==> config.mk <==
export PLATFORM = sky130hd
export DESIGN_NAME = ast_serial_tx
export DESIGN_NICKNAME = d
export VERILOG_FILES = /design/src/core/ast_pkg.sv /design/src/core/ast_fifo.sv /design/src/core/ast_baud.sv /design/src/core/ast_serial_tx.sv
export VERILOG_INCLUDE_DIRS = /design/src /design/src/core
export SDC_FILE = /design/constraint.sdc
export NUM_CORES = 1
export LEC_CHECK = 0
export BUFFER_PORTS_ARGS = -buffer_cell sky130_fd_sc_hd__buf_2
export CAP_MARGIN = 20
export CORE_UTILIZATION = 56
export DETAILED_ROUTE_END_ITERATION = 8
export PLACE_DENSITY = 0.77
export SYNTH_ARGS = -nofsm -noshare
export SYNTH_HDL_FRONTEND = slang
export SYNTH_SLANG_ARGS = --single-unit
==> constraint.sdc <==
create_clock -name clock -period 5.8 [get_ports clock]
set_input_delay 0.29 -clock clock [delete_from_list [all_inputs] [get_ports clock]]
set_output_delay 0.29 -clock clock [all_outputs]
set_load 0.03 [all_outputs]
==> src/core/ast_map.svh <==
// ast_map.svh: offsets-free constant map for the serial transmitter block
// assumes: included by bare name from design files under core/
`ifndef AST_MAP_SVH
`define AST_MAP_SVH
`define AST_CLK_HZ       50000000
`define AST_BAUD_HZ      115200
`define AST_BAUD_DIV     ((`AST_CLK_HZ / `AST_BAUD_HZ) - 1)
`define AST_BITS_SHORT   4'd10
`define AST_BITS_LONG    4'd11
`define AST_BREAK_LONG   4'd13
`define AST_FIFO_DEPTH   8
`define AST_FIFO_AW      3
`define AST_DATA_W       9
`define AST_INV_RESET    1'b0
`endif

==> src/core/ast_pkg.sv <==
// ast_pkg.sv: types shared by the serial transmitter block
// assumes: nothing beyond a sv compiler
package ast_pkg;
  typedef enum logic [2:0] {
    AST_OFF      = 3'b000,
    AST_PREAMBLE = 3'b001,
    AST_IDLE     = 3'b010,
    AST_DATA     = 3'b011,
    AST_BREAK    = 3'b100
  } ast_state_e;
endpackage

==> src/core/ast_fifo.sv <==
// ast_fifo.sv: small valid/ready fifo in front of the transmit shifter
// assumes: one clock, synchronous active-high reset, clock enable
`timescale 1ns/1ps
module ast_fifo #(
  parameter int WIDTH = 9,
  parameter int DEPTH = 8,
  parameter int AW    = 3
) (
  input  wire logic             clock,
  input  wire logic             reset,
  input  wire logic             clk_en,
  input  wire logic [WIDTH-1:0] in_data,
  input  wire logic             in_valid,
  output logic                  in_ready,
  output logic      [WIDTH-1:0] out_data,
  output logic                  out_valid,
  input  wire logic             out_ready
);
  logic [WIDTH-1:0] mem_q [DEPTH];
  logic [AW-1:0]    wr_q;
  logic [AW-1:0]    rd_q;
  logic [AW:0]      cnt_q;
  logic             push;
  logic             pop;

  assign in_ready  = (cnt_q != DEPTH[AW:0]);
  assign out_valid = (cnt_q != '0);
  assign out_data  = mem_q[rd_q];
  assign push      = in_valid && in_ready;
  assign pop       = out_valid && out_ready;

  always_ff @(posedge clock) begin
    if (clk_en && push) begin
      mem_q[wr_q] <= in_data;
    end
  end

  always_ff @(posedge clock) begin
    if (reset) begin
      wr_q  <= '0;
      rd_q  <= '0;
      cnt_q <= '0;
    end else if (clk_en) begin
      if (push) begin
        wr_q <= wr_q + 1'b1;
      end
      if (pop) begin
        rd_q <= rd_q + 1'b1;
      end
      if (push && !pop) begin
        cnt_q <= cnt_q + 1'b1;
      end else if (pop && !push) begin
        cnt_q <= cnt_q - 1'b1;
      end
    end
  end
endmodule // ast_fifo

==> src/core/ast_baud.sv <==
// ast_baud.sv: shared baud generator, one tick per bit period
// assumes: clock is the die-to-die interface clock; resync restarts the period
`timescale 1ns/1ps
`include "ast_map.svh"
module ast_baud (
  input  wire logic clock,
  input  wire logic reset,
  input  wire logic clk_en,
  input  wire logic resync,
  output logic      tick
);
  localparam logic [15:0] DIV = 16'(`AST_BAUD_DIV);
  logic [15:0] cnt_q;

  assign tick = (cnt_q == DIV);

  always_ff @(posedge clock) begin
    if (reset) begin
      cnt_q <= 16'h0000;
    end else if (clk_en) begin
      if (resync || tick) begin
        cnt_q <= 16'h0000;
      end else begin
        cnt_q <= cnt_q + 16'h0001;
      end
    end
  end
endmodule // ast_baud

==> src/core/ast_serial_tx.sv <==
// ast_serial_tx.sv: async serial transmitter with receive edge resync
// assumes: controls come from same-clock register logic; rx pin is async
//
// Functional notes
// RL1: tx and rx run independently but share one baud generator.
// RL2: all bit timing derives from the die-to-die clock.
// RL3: receiver bit timing restarts on every falling edge of rx input.
// RL4: remote baud within about 4.5 percent (8-bit) or 4.0 (9-bit).
// RL5: output idles high; invert control flips the whole waveform.
// RL6: enabling sends one idle frame preamble, then waits for data.
// RL7: a data write goes into the transmit buffer.
// RL8: frame is 10 bits, or 11 with nine-bit mode.
// RL9: free shifter loads buffer on a baud tick; buffer-empty then sets; here it sets only once that load leaves the fifo empty.
// RL10: no data after stop bit sets transmit-complete, line idles high.
// RL11: after disable, finish current and queued frames, then release pin; here buffered data is not sent after disable, only a queued break or preamble.
// RL12: break is a full character time of zeros.
// RL13: long-break select makes each break 13 bit times of zero.
// RL14: a rising send-break queues one break sent when shifter frees.
// RL15: frame is start, data lsb first, optional ninth bit, stop.
// RL16: parity goes in the top data bit; even or odd by select.
// RL17: one bit per baud tick, held for the whole period.
`timescale 1ns/1ps
`include "ast_map.svh"
module ast_serial_tx (
  input  wire logic                   clock,
  input  wire logic                   reset,
  input  wire logic                   clk_en,
  input  wire logic                   tx_enable,
  input  wire logic                   nine_bit_mode,
  input  wire logic                   parity_on,
  input  wire logic                   odd_parity_select,
  input  wire logic                   output_invert_ctrl,
  input  wire logic                   send_break_ctrl,
  input  wire logic                   long_break_select,
  input  wire logic [`AST_DATA_W-1:0] serial_data_reg,
  input  wire logic                   data_write,
  output logic                        data_ready,
  output logic                        tx_buffer_empty_flag,
  output logic                        tx_complete_flag,
  output logic                        txd_out,
  output logic                        txd_oe,
  input  wire logic                   rxd_in,
  output logic                        rx_resync
);
  logic [`AST_DATA_W-1:0] fifo_data;
  logic                   fifo_valid;
  logic                   fifo_pop;
  logic                   tick;
  logic                   rx_meta_q;
  logic                   rx_sync_q;
  logic                   rx_prev_q;
  logic                   rx_fall;
  ast_pkg::ast_state_e    state_q;
  logic [10:0]            shift_q;
  logic [3:0]             bits_q;
  logic                   break_pend_q;
  logic                   sbk_prev_q;
  logic                   line_q;
  logic                   oe_q;
  logic                   tc_q;
  logic                   enable_prev_q;
  logic                   preamble_pend_q;
  logic                   sbk_rise;
  logic                   start_data;
  logic                   start_break;
  logic                   start_pre;
  logic                   enable_rise;
  logic                   shifter_free;
  logic                   frame_done;
  logic [3:0]             frame_len;
  logic [`AST_DATA_W-1:0] word;
  logic                   par_bit;

  // buffer stalls the writer through data_ready when full
  ast_fifo #(
    .WIDTH (`AST_DATA_W),
    .DEPTH (`AST_FIFO_DEPTH),
    .AW    (`AST_FIFO_AW)
  ) u_fifo (
    .clock     (clock),
    .reset     (reset),
    .clk_en    (clk_en),
    .in_data   (serial_data_reg),
    .in_valid  (data_write),
    .in_ready  (data_ready),
    .out_data  (fifo_data),
    .out_valid (fifo_valid),
    .out_ready (fifo_pop)
  ); // RL7

  ast_baud u_baud (
    .clock  (clock),
    .reset  (reset),
    .clk_en (clk_en),
    .resync (1'b0),
    .tick   (tick)
  ); // RL1 RL2

  // receive side: only the edge resync lives here
  always_ff @(posedge clock) begin
    if (reset) begin
      rx_meta_q <= 1'b1;
      rx_sync_q <= 1'b1;
      rx_prev_q <= 1'b1;
    end else if (clk_en) begin
      rx_meta_q <= rxd_in;
      rx_sync_q <= rx_meta_q;
      rx_prev_q <= rx_sync_q;
    end
  end

  assign rx_fall   = rx_prev_q && !rx_sync_q;
  assign rx_resync = rx_fall; // RL3

  // break request latched on the 0-to-1 of the control
  assign sbk_rise = send_break_ctrl && !sbk_prev_q;

  always_ff @(posedge clock) begin
    if (reset) begin
      sbk_prev_q <= 1'b0;
    end else if (clk_en) begin
      sbk_prev_q <= send_break_ctrl;
    end
  end

  assign frame_len    = nine_bit_mode ? `AST_BITS_LONG : `AST_BITS_SHORT; // RL8
  assign enable_rise  = tx_enable && !enable_prev_q;
  // a frame ends only in a busy state; idle keeps bits_q at 1 once a frame has ended
  assign frame_done   = tick && (bits_q == 4'h1) &&
                        (state_q != ast_pkg::AST_OFF) && (state_q != ast_pkg::AST_IDLE);
  // next frame loads on the closing tick of the stop bit, so frames run back to back
  assign shifter_free = (state_q == ast_pkg::AST_IDLE) || (state_q == ast_pkg::AST_OFF) ||
                        frame_done;
  assign start_pre    = tick && preamble_pend_q && shifter_free;
  // nothing may overtake the preamble queued by this very enable edge
  assign start_break  = tick && !start_pre && break_pend_q && !enable_rise &&
                        shifter_free; // RL14
  assign start_data   = tick && !start_pre && !break_pend_q && !enable_rise && fifo_valid &&
                        tx_enable && (state_q != ast_pkg::AST_OFF) && shifter_free; // RL9
  assign fifo_pop     = clk_en && start_data;

  // parity replaces the top data bit of the character
  always_comb begin
    word = fifo_data;
    if (!nine_bit_mode) begin
      word[8] = 1'b0;
    end
    par_bit = 1'b0;
    if (parity_on) begin
      if (nine_bit_mode) begin
        par_bit = (^fifo_data[7:0]) ^ odd_parity_select;
        word[8] = par_bit;
      end else begin
        par_bit = (^fifo_data[6:0]) ^ odd_parity_select;
        word[7] = par_bit;
      end
    end
  end // RL16

  always_ff @(posedge clock) begin
    if (reset) begin
      break_pend_q <= 1'b0;
    end else if (clk_en) begin
      if (sbk_rise) begin
        break_pend_q <= 1'b1; // RL14
      end else if (start_break) begin
        break_pend_q <= 1'b0;
      end
    end
  end

  always_ff @(posedge clock) begin
    if (reset) begin
      enable_prev_q   <= 1'b0;
      preamble_pend_q <= 1'b0;
    end else if (clk_en) begin
      enable_prev_q <= tx_enable;
      if (enable_rise) begin
        preamble_pend_q <= 1'b1; // RL6
      end else if (start_pre) begin
        preamble_pend_q <= 1'b0;
      end
    end
  end

  // shifter: every frame runs to its end, even after disable
  always_ff @(posedge clock) begin
    if (reset) begin
      state_q <= ast_pkg::AST_OFF;
      shift_q <= 11'h7ff;
      bits_q  <= 4'h0;
      line_q  <= 1'b1;
    end else if (clk_en) begin
      if (start_pre) begin
        state_q <= ast_pkg::AST_PREAMBLE;
        bits_q  <= frame_len;
        line_q  <= 1'b1; // RL6
      end else if (start_break) begin
        state_q <= ast_pkg::AST_BREAK;
        bits_q  <= long_break_select ? `AST_BREAK_LONG : frame_len; // RL12 RL13
        line_q  <= 1'b0;
      end else if (start_data) begin
        state_q <= ast_pkg::AST_DATA;
        bits_q  <= frame_len;
        line_q  <= 1'b0;
        shift_q <= nine_bit_mode ? {1'b1, word, 1'b0}
                                 : {2'b11, word[7:0], 1'b0}; // RL15
      end else begin
        unique case (state_q)
          ast_pkg::AST_OFF, ast_pkg::AST_IDLE: begin
            line_q  <= 1'b1;
            state_q <= tx_enable ? ast_pkg::AST_IDLE : ast_pkg::AST_OFF;
          end
          ast_pkg::AST_PREAMBLE, ast_pkg::AST_BREAK: begin
            if (frame_done) begin
              state_q <= tx_enable ? ast_pkg::AST_IDLE : ast_pkg::AST_OFF;
              line_q  <= 1'b1;
            end else if (tick) begin
              bits_q <= bits_q - 4'h1;
            end
          end
          ast_pkg::AST_DATA: begin
            if (frame_done) begin
              state_q <= tx_enable ? ast_pkg::AST_IDLE : ast_pkg::AST_OFF;
              line_q  <= 1'b1;
            end else if (tick) begin
              bits_q  <= bits_q - 4'h1;
              shift_q <= {1'b1, shift_q[10:1]};
              line_q  <= shift_q[1]; // RL17
            end
          end
          default: begin
            state_q <= ast_pkg::AST_OFF;
          end
        endcase
      end
    end
  end

  // tc sets when a frame ends with nothing waiting
  always_ff @(posedge clock) begin
    if (reset) begin
      tc_q <= 1'b1;
    end else if (clk_en) begin
      if (start_data || start_break || start_pre) begin
        tc_q <= 1'b0;
      end else if (frame_done && !fifo_valid && !break_pend_q && !preamble_pend_q) begin
        tc_q <= 1'b1; // RL10
      end
    end
  end

  // pin stays driven while enabled, while a frame runs, or while a break or preamble is queued
  always_ff @(posedge clock) begin
    if (reset) begin
      oe_q <= 1'b0;
    end else if (clk_en) begin
      if (tx_enable || state_q != ast_pkg::AST_OFF || break_pend_q || preamble_pend_q) begin
        oe_q <= 1'b1;
      end else begin
        oe_q <= 1'b0; // RL11
      end
    end
  end

  assign txd_out              = line_q ^ output_invert_ctrl; // RL5
  assign txd_oe               = oe_q;
  assign tx_buffer_empty_flag = !fifo_valid; // RL9
  assign tx_complete_flag     = tc_q;
endmodule // ast_serial_tx

==> Yosys cells after proc, flatten, opt, wreduce, memory -nomap -nowiden <==
Memories as Yosys holds them, arrays and structs flattened. A register that Yosys moved wholly into a read port is not among the register bits.
Index checks and enable logic that the tools add are counted.
{ "totals": {"n_memories": 1, "reg_bits": 54, "in_bits": 21, "ramBits": 72} }
{ "mem_list": {"columns": ["name", "words", "word_bits", "read_ports", "rd_clocked_by_memory_dff", "wr", "line_no", "rtl"], "rows": [
  ["u_fifo.mem_q", 8, 9, 1, 1, 1, "ast_fifo.sv:19", "logic [WIDTH-1:0] mem_q [DEPTH];"]
]} }
{ "classes": {"bitwise": 5, "eq_ne": 13, "reduce_logical": 71, "mux": 44, "add_sub_neg": 6} }
{ "op_table": {"columns": ["cell", "count"], "rows": [
  ["two-way mux 11 bit", 4],
  ["two-way mux 4 bit", 8],
  ["logical AND 1 bit", 27],
  ["two-way mux 3 bit", 7],
  ["two-way mux 1 bit", 19],
  ["adder 16 x 1 -> 16 bit, second input constant", 1],
  ["== test 16 x 9 -> 1 bit, second input constant", 1],
  ["two-way mux 16 bit", 1],
  ["AND reduction 2 bit", 7],
  ["nonzero test 2 bit", 6],
  ["nonzero test 4 bit", 3],
  ["zero test 1 bit", 10],
  ["two-way mux 10 bit", 1],
  ["!= test 4 bit, second input constant", 2],
  ["AND reduction 4 bit", 2],
  ["parity 8 bit", 1],
  ["subtractor 4 x 1 -> 4 bit, second input constant", 2],
  ["logical OR 1 bit", 7],
  ["parity 7 bit", 1],
  ["adder 3 x 1 -> 3 bit, second input constant", 2],
  ["== test 3 x 2 -> 1 bit, second input constant", 2],
  ["!= test 6 bit, second input constant", 1],
  ["one-hot mux 3 bit (2 select lines)", 1],
  ["AND reduction 6 bit", 1],
  ["other kinds (17)", 22]
]} }

==> Longest topological paths before layout <==
{ "depth": {"depth_word": 20, "depth_mapped": 16, "mapped_depth_nobuf": 16} }

==> By module <==
Synthesis repeated with hierarchy kept, for this count alone.
{ "hier_totals": {"hier_cells": 445, "hier_area_um2": 5823.1} }
{ "by_module_without_submodules": {"columns": ["module", "cells_each", "n_inst", "area_each_um2"], "rows": [
  ["ast_fifo", 175, 1, 3442.1],
  ["ast_serial_tx", 184, 1, 1607.8],
  ["ast_baud", 86, 1, 773.2]
]} }

==> Least setup slack after synthesis <==
Ideal clock, no wire load.
{ "synth_path": {"kind": "register to register", "start": "register u_fifo.cnt_q[0]", "end": "register u_fifo.cnt_q[3]", "setup_time_ns": 0.128, "arrival_ns": 3.191, "n_path_buf": 0, "stages_incl_launch_ff": 15, "required_ns": 5.672, "setup_slack_ns": 2.481, "synth_period_minus_slack_ns": 3.319, "path_cell_list": "dfxtp_1 -> nor4_1 -> nor4_1 -> nand3_1 -> nor2_1 -> nand2_1 -> ha_1 -> inv_1 -> ha_1 -> a21o_1 -> a21oi_1 -> xnor2_1 -> nand2_1 -> xor2_1 -> nor2_1"} }
{ "synth_via": {"elab_chain_cells": 11, "elab_cells_between_ends": 19, "cone_classes": "2 x add/sub; 1 x eq/ne; 2 x mux; 14 x reduce/logical"} }
{ "synth_lines": {"columns": ["element", "line_no", "rtl"], "rows": [
  ["from (decl)", "ast_fifo.sv:22", "logic [AW:0] cnt_q;"],
  ["from (signal assigned)", "ast_fifo.sv:51", "cnt_q <= cnt_q + 1'b1;"],
  ["from (signal assigned)", "ast_fifo.sv:53", "cnt_q <= cnt_q - 1'b1;"],
  ["nonzero test 4 bit", "ast_fifo.sv:27", "assign out_valid = (cnt_q != '0);"],
  ["logical AND 1 bit (2 in series)", "ast_serial_tx.sv:138", "assign start_data = tick && !start_pre && !break_pend_q && !enable_rise && fifo_valid &&"],
  ["logical AND 1 bit (2 in series)", "ast_serial_tx.sv:139", "tx_enable && (state_q != ast_pkg::AST_OFF) && shifter_free;"],
  ["logical AND 1 bit", "ast_serial_tx.sv:140", "assign fifo_pop = clk_en && start_data;"],
  ["logical AND 1 bit", "ast_fifo.sv:30", "assign pop = out_valid && out_ready;"],
  ["zero test 1 bit", "ast_fifo.sv:50", "if (push && !pop) begin"],
  ["logical AND 1 bit", "ast_fifo.sv:50", null],
  ["nonzero test 2 bit (no line)", null, null],
  ["AND reduction 2 bit (no line)", null, null]
]} }
Parallel ways exist; a longest one is shown, timed or not. The select of a mux whose other input is x is not followed.
A chain may end at the register's enable or synchronous reset.

==> Worst setup path in the final report <==
{ "layout_path": {"start": "register u_baud.cnt_q[0]", "end": "register u_fifo.cnt_q[3]"} }
{ "layout_via": {"elab_chain_cells": 20, "elab_cells_between_ends": 23, "cone_classes": "1 x eq/ne; 1 x mux; 21 x reduce/logical"} }
{ "layout_lines": {"columns": ["element", "line_no", "rtl"], "rows": [
  ["from (decl)", "ast_baud.sv:13", "logic [15:0] cnt_q;"],
  ["from (signal assigned)", "ast_baud.sv:24", "cnt_q <= cnt_q + 16'h0001;"],
  ["== test 16 x 9 -> 1 bit (*)", "ast_baud.sv:15", "assign tick = (cnt_q == DIV);"],
  ["logical AND 1 bit (2 in series)", "ast_serial_tx.sv:129", "assign frame_done = tick && (bits_q == 4'h1) &&"],
  ["logical AND 1 bit", "ast_serial_tx.sv:130", "(state_q != ast_pkg::AST_OFF) && (state_q != ast_pkg::AST_IDLE);"],
  ["logical OR 1 bit", "ast_serial_tx.sv:132", "assign shifter_free = (state_q == ast_pkg::AST_IDLE) || (state_q == ast_pkg::AST_OFF) ||"],
  ["logical AND 1 bit", "ast_serial_tx.sv:134", "assign start_pre = tick && preamble_pend_q && shifter_free;"],
  ["zero test 1 bit", "ast_serial_tx.sv:138", null],
  ["logical AND 1 bit (5 in series)", "ast_serial_tx.sv:138", null],
  ["logical AND 1 bit", "ast_serial_tx.sv:139", null],
  ["logical AND 1 bit (*)", "ast_serial_tx.sv:139", null],
  ["logical AND 1 bit (*)", "ast_serial_tx.sv:140", null],
  ["logical AND 1 bit (*)", "ast_fifo.sv:30", null],
  ["zero test 1 bit", "ast_fifo.sv:50", null],
  ["logical AND 1 bit", "ast_fifo.sv:50", null],
  ["nonzero test 2 bit (no line)", null, null],
  ["AND reduction 2 bit (no line)", null, null]
]} }
Mark *: on every way between the ends. The rest lies on a longest branch, timed or not.

==> summary.txt <==
Timing
  – Tmin final: roughly 3.6 ns
  – Setup TNS: 0 ns
  – Final Slew Violations: 0
  – Worst-Margin Slew: between 1 and 1.5 ns
  – Post-route clock skew: between 0.01 and 0.015 ns
  – Final setup viols: 0
  – Fmax: about 280 MHz
  – Unrepaired setup endpoints after global routing: no
  – Final cycle utilization of the critical path: 62.0%
  – Final Hold Fails: 0
  – Max transition margin: 28.5%

Outcome
  – Status: finished, final reports clean

Clock network
  – CTS sink cnt: 127
  – H-tree depth: 4
  – Root buffer cell: clkbuf_8
  – CTS tree: done
  – Clk pin slew, worst setup/hold paths: about 0.070 ns
  – Post CTS Setup Buffer Count: 0
  – Clk buf depth: 2
  – Clk Latency, worst-skew pair: roughly 0.53 ns
  – Num CTS Buffers: 17

Power and ir drop
  – Clk pwr share: 49.9%
  – VDD IR max: roughly 0.34 mV
  – Switch Pwr: ~0.52 mW
  – Pwr per Cell Area: between 300 and 400 nW/um^2
  – Reg power frac: 45.3%
  – Gate power share: under 10%
  – Internal: between 1.5 and 2 mW
  – Net Sw Frac: a little under a quarter
  – P_leak: around 2.3 nW

GRT
  – Vias in the first global route: roughly 3,600
  – GRT Util Overall: 23.5%
  – First-pass GRT wire length: between 15 and 20 mm
  – Grt ovf: 0
  – Initial antenna violation count: 0
  – Largest net degree at the start of global routing: 31

Place
  – Placed cell area: roughly 5700 sq um
  – Post-DP HPWL: 6.66 mm
  – Routability-driven placement congestion ratio: 0.850
  – Port bufs: 26

Worst setup path
  – R2R Setup Slk: around 2.2 ns
  – CP Capture Type: flop
  – Reg-to-Reg Start: u_baud.cnt_q[0]$_SDFFE_PP0P_
  – CP startpoint: u_baud.cnt_q[0]$_SDFFE_PP0P_
  – Worst Setup Start Kind: flop
  – Worst Path Arrival: ~4.0 ns
  – Required time of the critical path: roughly 6.2 ns
  – FF-to-FF path depth: 16
  – Maximum net fanout on the critical path: 21
  – Critical Path Sink: u_fifo.cnt_q[3]$_SDFFE_PP0P_
  – Setup CP Type: reg2reg
  – Reg-to-reg endpoint: u_fifo.cnt_q[3]$_SDFFE_PP0P_

Routing
  – Iteration-0 DRC Markers: about 150
  – First-pass DRT Iterations: 4
  – Wire per inst: about 17 microns
  – Mean number of vias per cell: 5.70
  – Post-DRT Antenna Nets: 0
  – Drt drc: 0
  – Vias: ~3,600
  – Drt total wl: 10.8 mm

Die
  – Die span in x: ~100 microns
  – Chip height: 101 microns
  – Io pins: 27
  – Starting Density: just under 60%
  – # rows: 35
  – Core area: 9370 sq um
  – Die area: 10,200 sq um

Finish
  – Area growth, synth to finish: 14.9%
  – Layout Nets: 514
  – Final std cell area, no fill: between 6000 and 7000 sq um
  – ANT cells: 0
  – Layout cells sized above 1: between 15 and 20%

Synthesis
  – Syn Nets: roughly 480
  – Post-synth ARST share: 0%
  – Top cells by area, synth: edfxtp_1, dfxtp_1, mux2i_1
  – Synth area leader: edfxtp_1
  – Register area share after synthesis: between 50% and 60%
  – Top FF cell, synth: edfxtp_1
  – Flops & latches, synth: 127
  – Post-synth top area share: approximately 39%
  – Distinct cells, synth: 56
  – Synth cell count leaders: edfxtp_1, dfxtp_1, nor2_1
  – Synthesized area: 5510 sq um
  – EDFF count, synth: between 70 and 80
  – Mapped Cells: between 400 and 500
  – Syn avg cell area: about 12 sq um
  – Synthesis Warnings: 0
  – Most numerous cell in the Yosys netlist: edfxtp_1

Hold path
  – Worst hold path type: in2reg

Job
  – Max cap viols: 0
[how the worst min path moves through the flow]
stage                      startpoint                           end  cells past startpoint
2_1_floorplan                   reset           txd_oe$_SDFFE_PP0P_                      1
3_3_place_gp   rx_prev_q$_SDFFE_PP1P_        rx_prev_q$_SDFFE_PP1P_                      2
3_5_place_dp   rx_prev_q$_SDFFE_PP1P_        rx_prev_q$_SDFFE_PP1P_                      2
4_1_cts               send_break_ctrl       sbk_prev_q$_SDFFE_PP0P_                      3
5_1_grt            serial_data_reg[2]  u_fifo.mem_q[6][2]$_DFFE_PP_                      1
6_report              send_break_ctrl       sbk_prev_q$_SDFFE_PP0P_                      3
[logic make-up (layout without fill, tap and decap cells)]
logic type	Yosys count	count (layout)	share of synthesized area [%]
fa+ha+maj	10	10	2.41
compound gates	70	70	8.11
buf+inv	24	70	2.54
flops	127	127	59.2
xor+xnor	30	30	5.04
mux	36	36	9.04
simple gates	153	153	13.6
[sequential cells by signal, indices dropped and copies added, names as in the netlist, named ones only]
name              cells
u_fifo.cnt_q          4
sbk_prev_q            1
preamble_pend_q       1
enable_prev_q         1
u_fifo.mem_q         72
rx_meta_q             1
u_fifo.rd_q           3
u_baud.cnt_q         16
line_q                1
shift_q               9
state_q               3
txd_oe                1
bits_q                4
rx_prev_q             1
rx_sync_q             1
break_pend_q          1
tx_complete_flag      1
u_fifo.wr_q           3
[power groups by stage]
stage | clock network [mW] | logic (mW) | registers, mW
floorplan | 0 | 0.0734 | 0.995
global placement | 0 | 0.102 | 0.996
detailed placement | 0 | 0.105 | 0.997
CTS | 1.08 | 0.106 | 0.978
global route | 1.13 | 0.117 | 0.979
finish | 1.08 | 0.105 | 0.978
[cell type report]
type | instances | area (sq um)
Clock buffer | 17 | 414
Clock inverter | 15 | 186
Fill cell | 692 | 3040
Inverter | 9 | 33.8
Multi-Input combinational cell | 299 | 2120
Sequential cell | 127 | 3260
Tap cell | 129 | 161
Timing Repair Buffer | 29 | 155
[repair_timing]
item | 4_1_cts | 5_1_grt
hold buffers | 1 | 0
resized for setup | 0 | 0
endpoints found under the hold margin | 1 | 0
[placed cells by master, fill, tap and decap left out, types with 6 or more instances in the layout]
master / instances
nor3_1: 6
xnor2_1: 13
xor2_1: 16
clkbuf_16: 16
nand2_1: 47
o21ai_0: 17
edfxtp_1: 72
nor2_1: 52
mux4_2: 11
inv_8: 6
o211ai_1: 7
a21oi_1: 23
o22ai_1: 7
mux2i_1: 25
buf_2: 26
nand3_1: 7
dfxtp_1: 55
ha_1: 9
inv_1: 8
[routing by layer]
layer	routed length (microns)	GRT usage, %
met5	0	0
met4	209	10.4
met3	437	6.21
met2	5480	40.1
met1	4630	28.1
[critical path, stage by stage, from the launching register on]
cell and delay, ns:
dfxtp_1 0.39, ha_1 0.17, or3b_2 0.48, nor4_4 0.36, nand3_1 0.19, nor2_1 0.13, buf_4 0.23, nand2_1 0.15
ha_1 0.24, inv_1 0.13, ha_1 0.26, a21o_1 0.18, a21oi_1 0.17, xnor2_1 0.13, nand2_1 0.07, xor2_1 0.14
nor2_1 0.05
[metrics by stage]
| stage | power, mW | cells | hold slack, ns | setup WS [ns] | util (%) |
|---|---|---|---|---|---|
| after global placement | 1.10 | 592 | 0.449 | 2.40 | 61.0 |
| after global routing | 2.23 | 625 | 0.0172 | 1.94 | 67.6 |
| after CTS | 2.17 | 625 | 0.00233 | 2.21 | 67.6 |
| final | 2.16 | 625 | 0.0112 | 2.20 | 67.6 |
| after detailed placement | 1.10 | 592 | 0.453 | 2.24 | 61.0 |
| after floorplan | 1.07 | 450 | 0.362 | 2.48 | - |
Note: power is estimated with default switching activity, not from simulation.
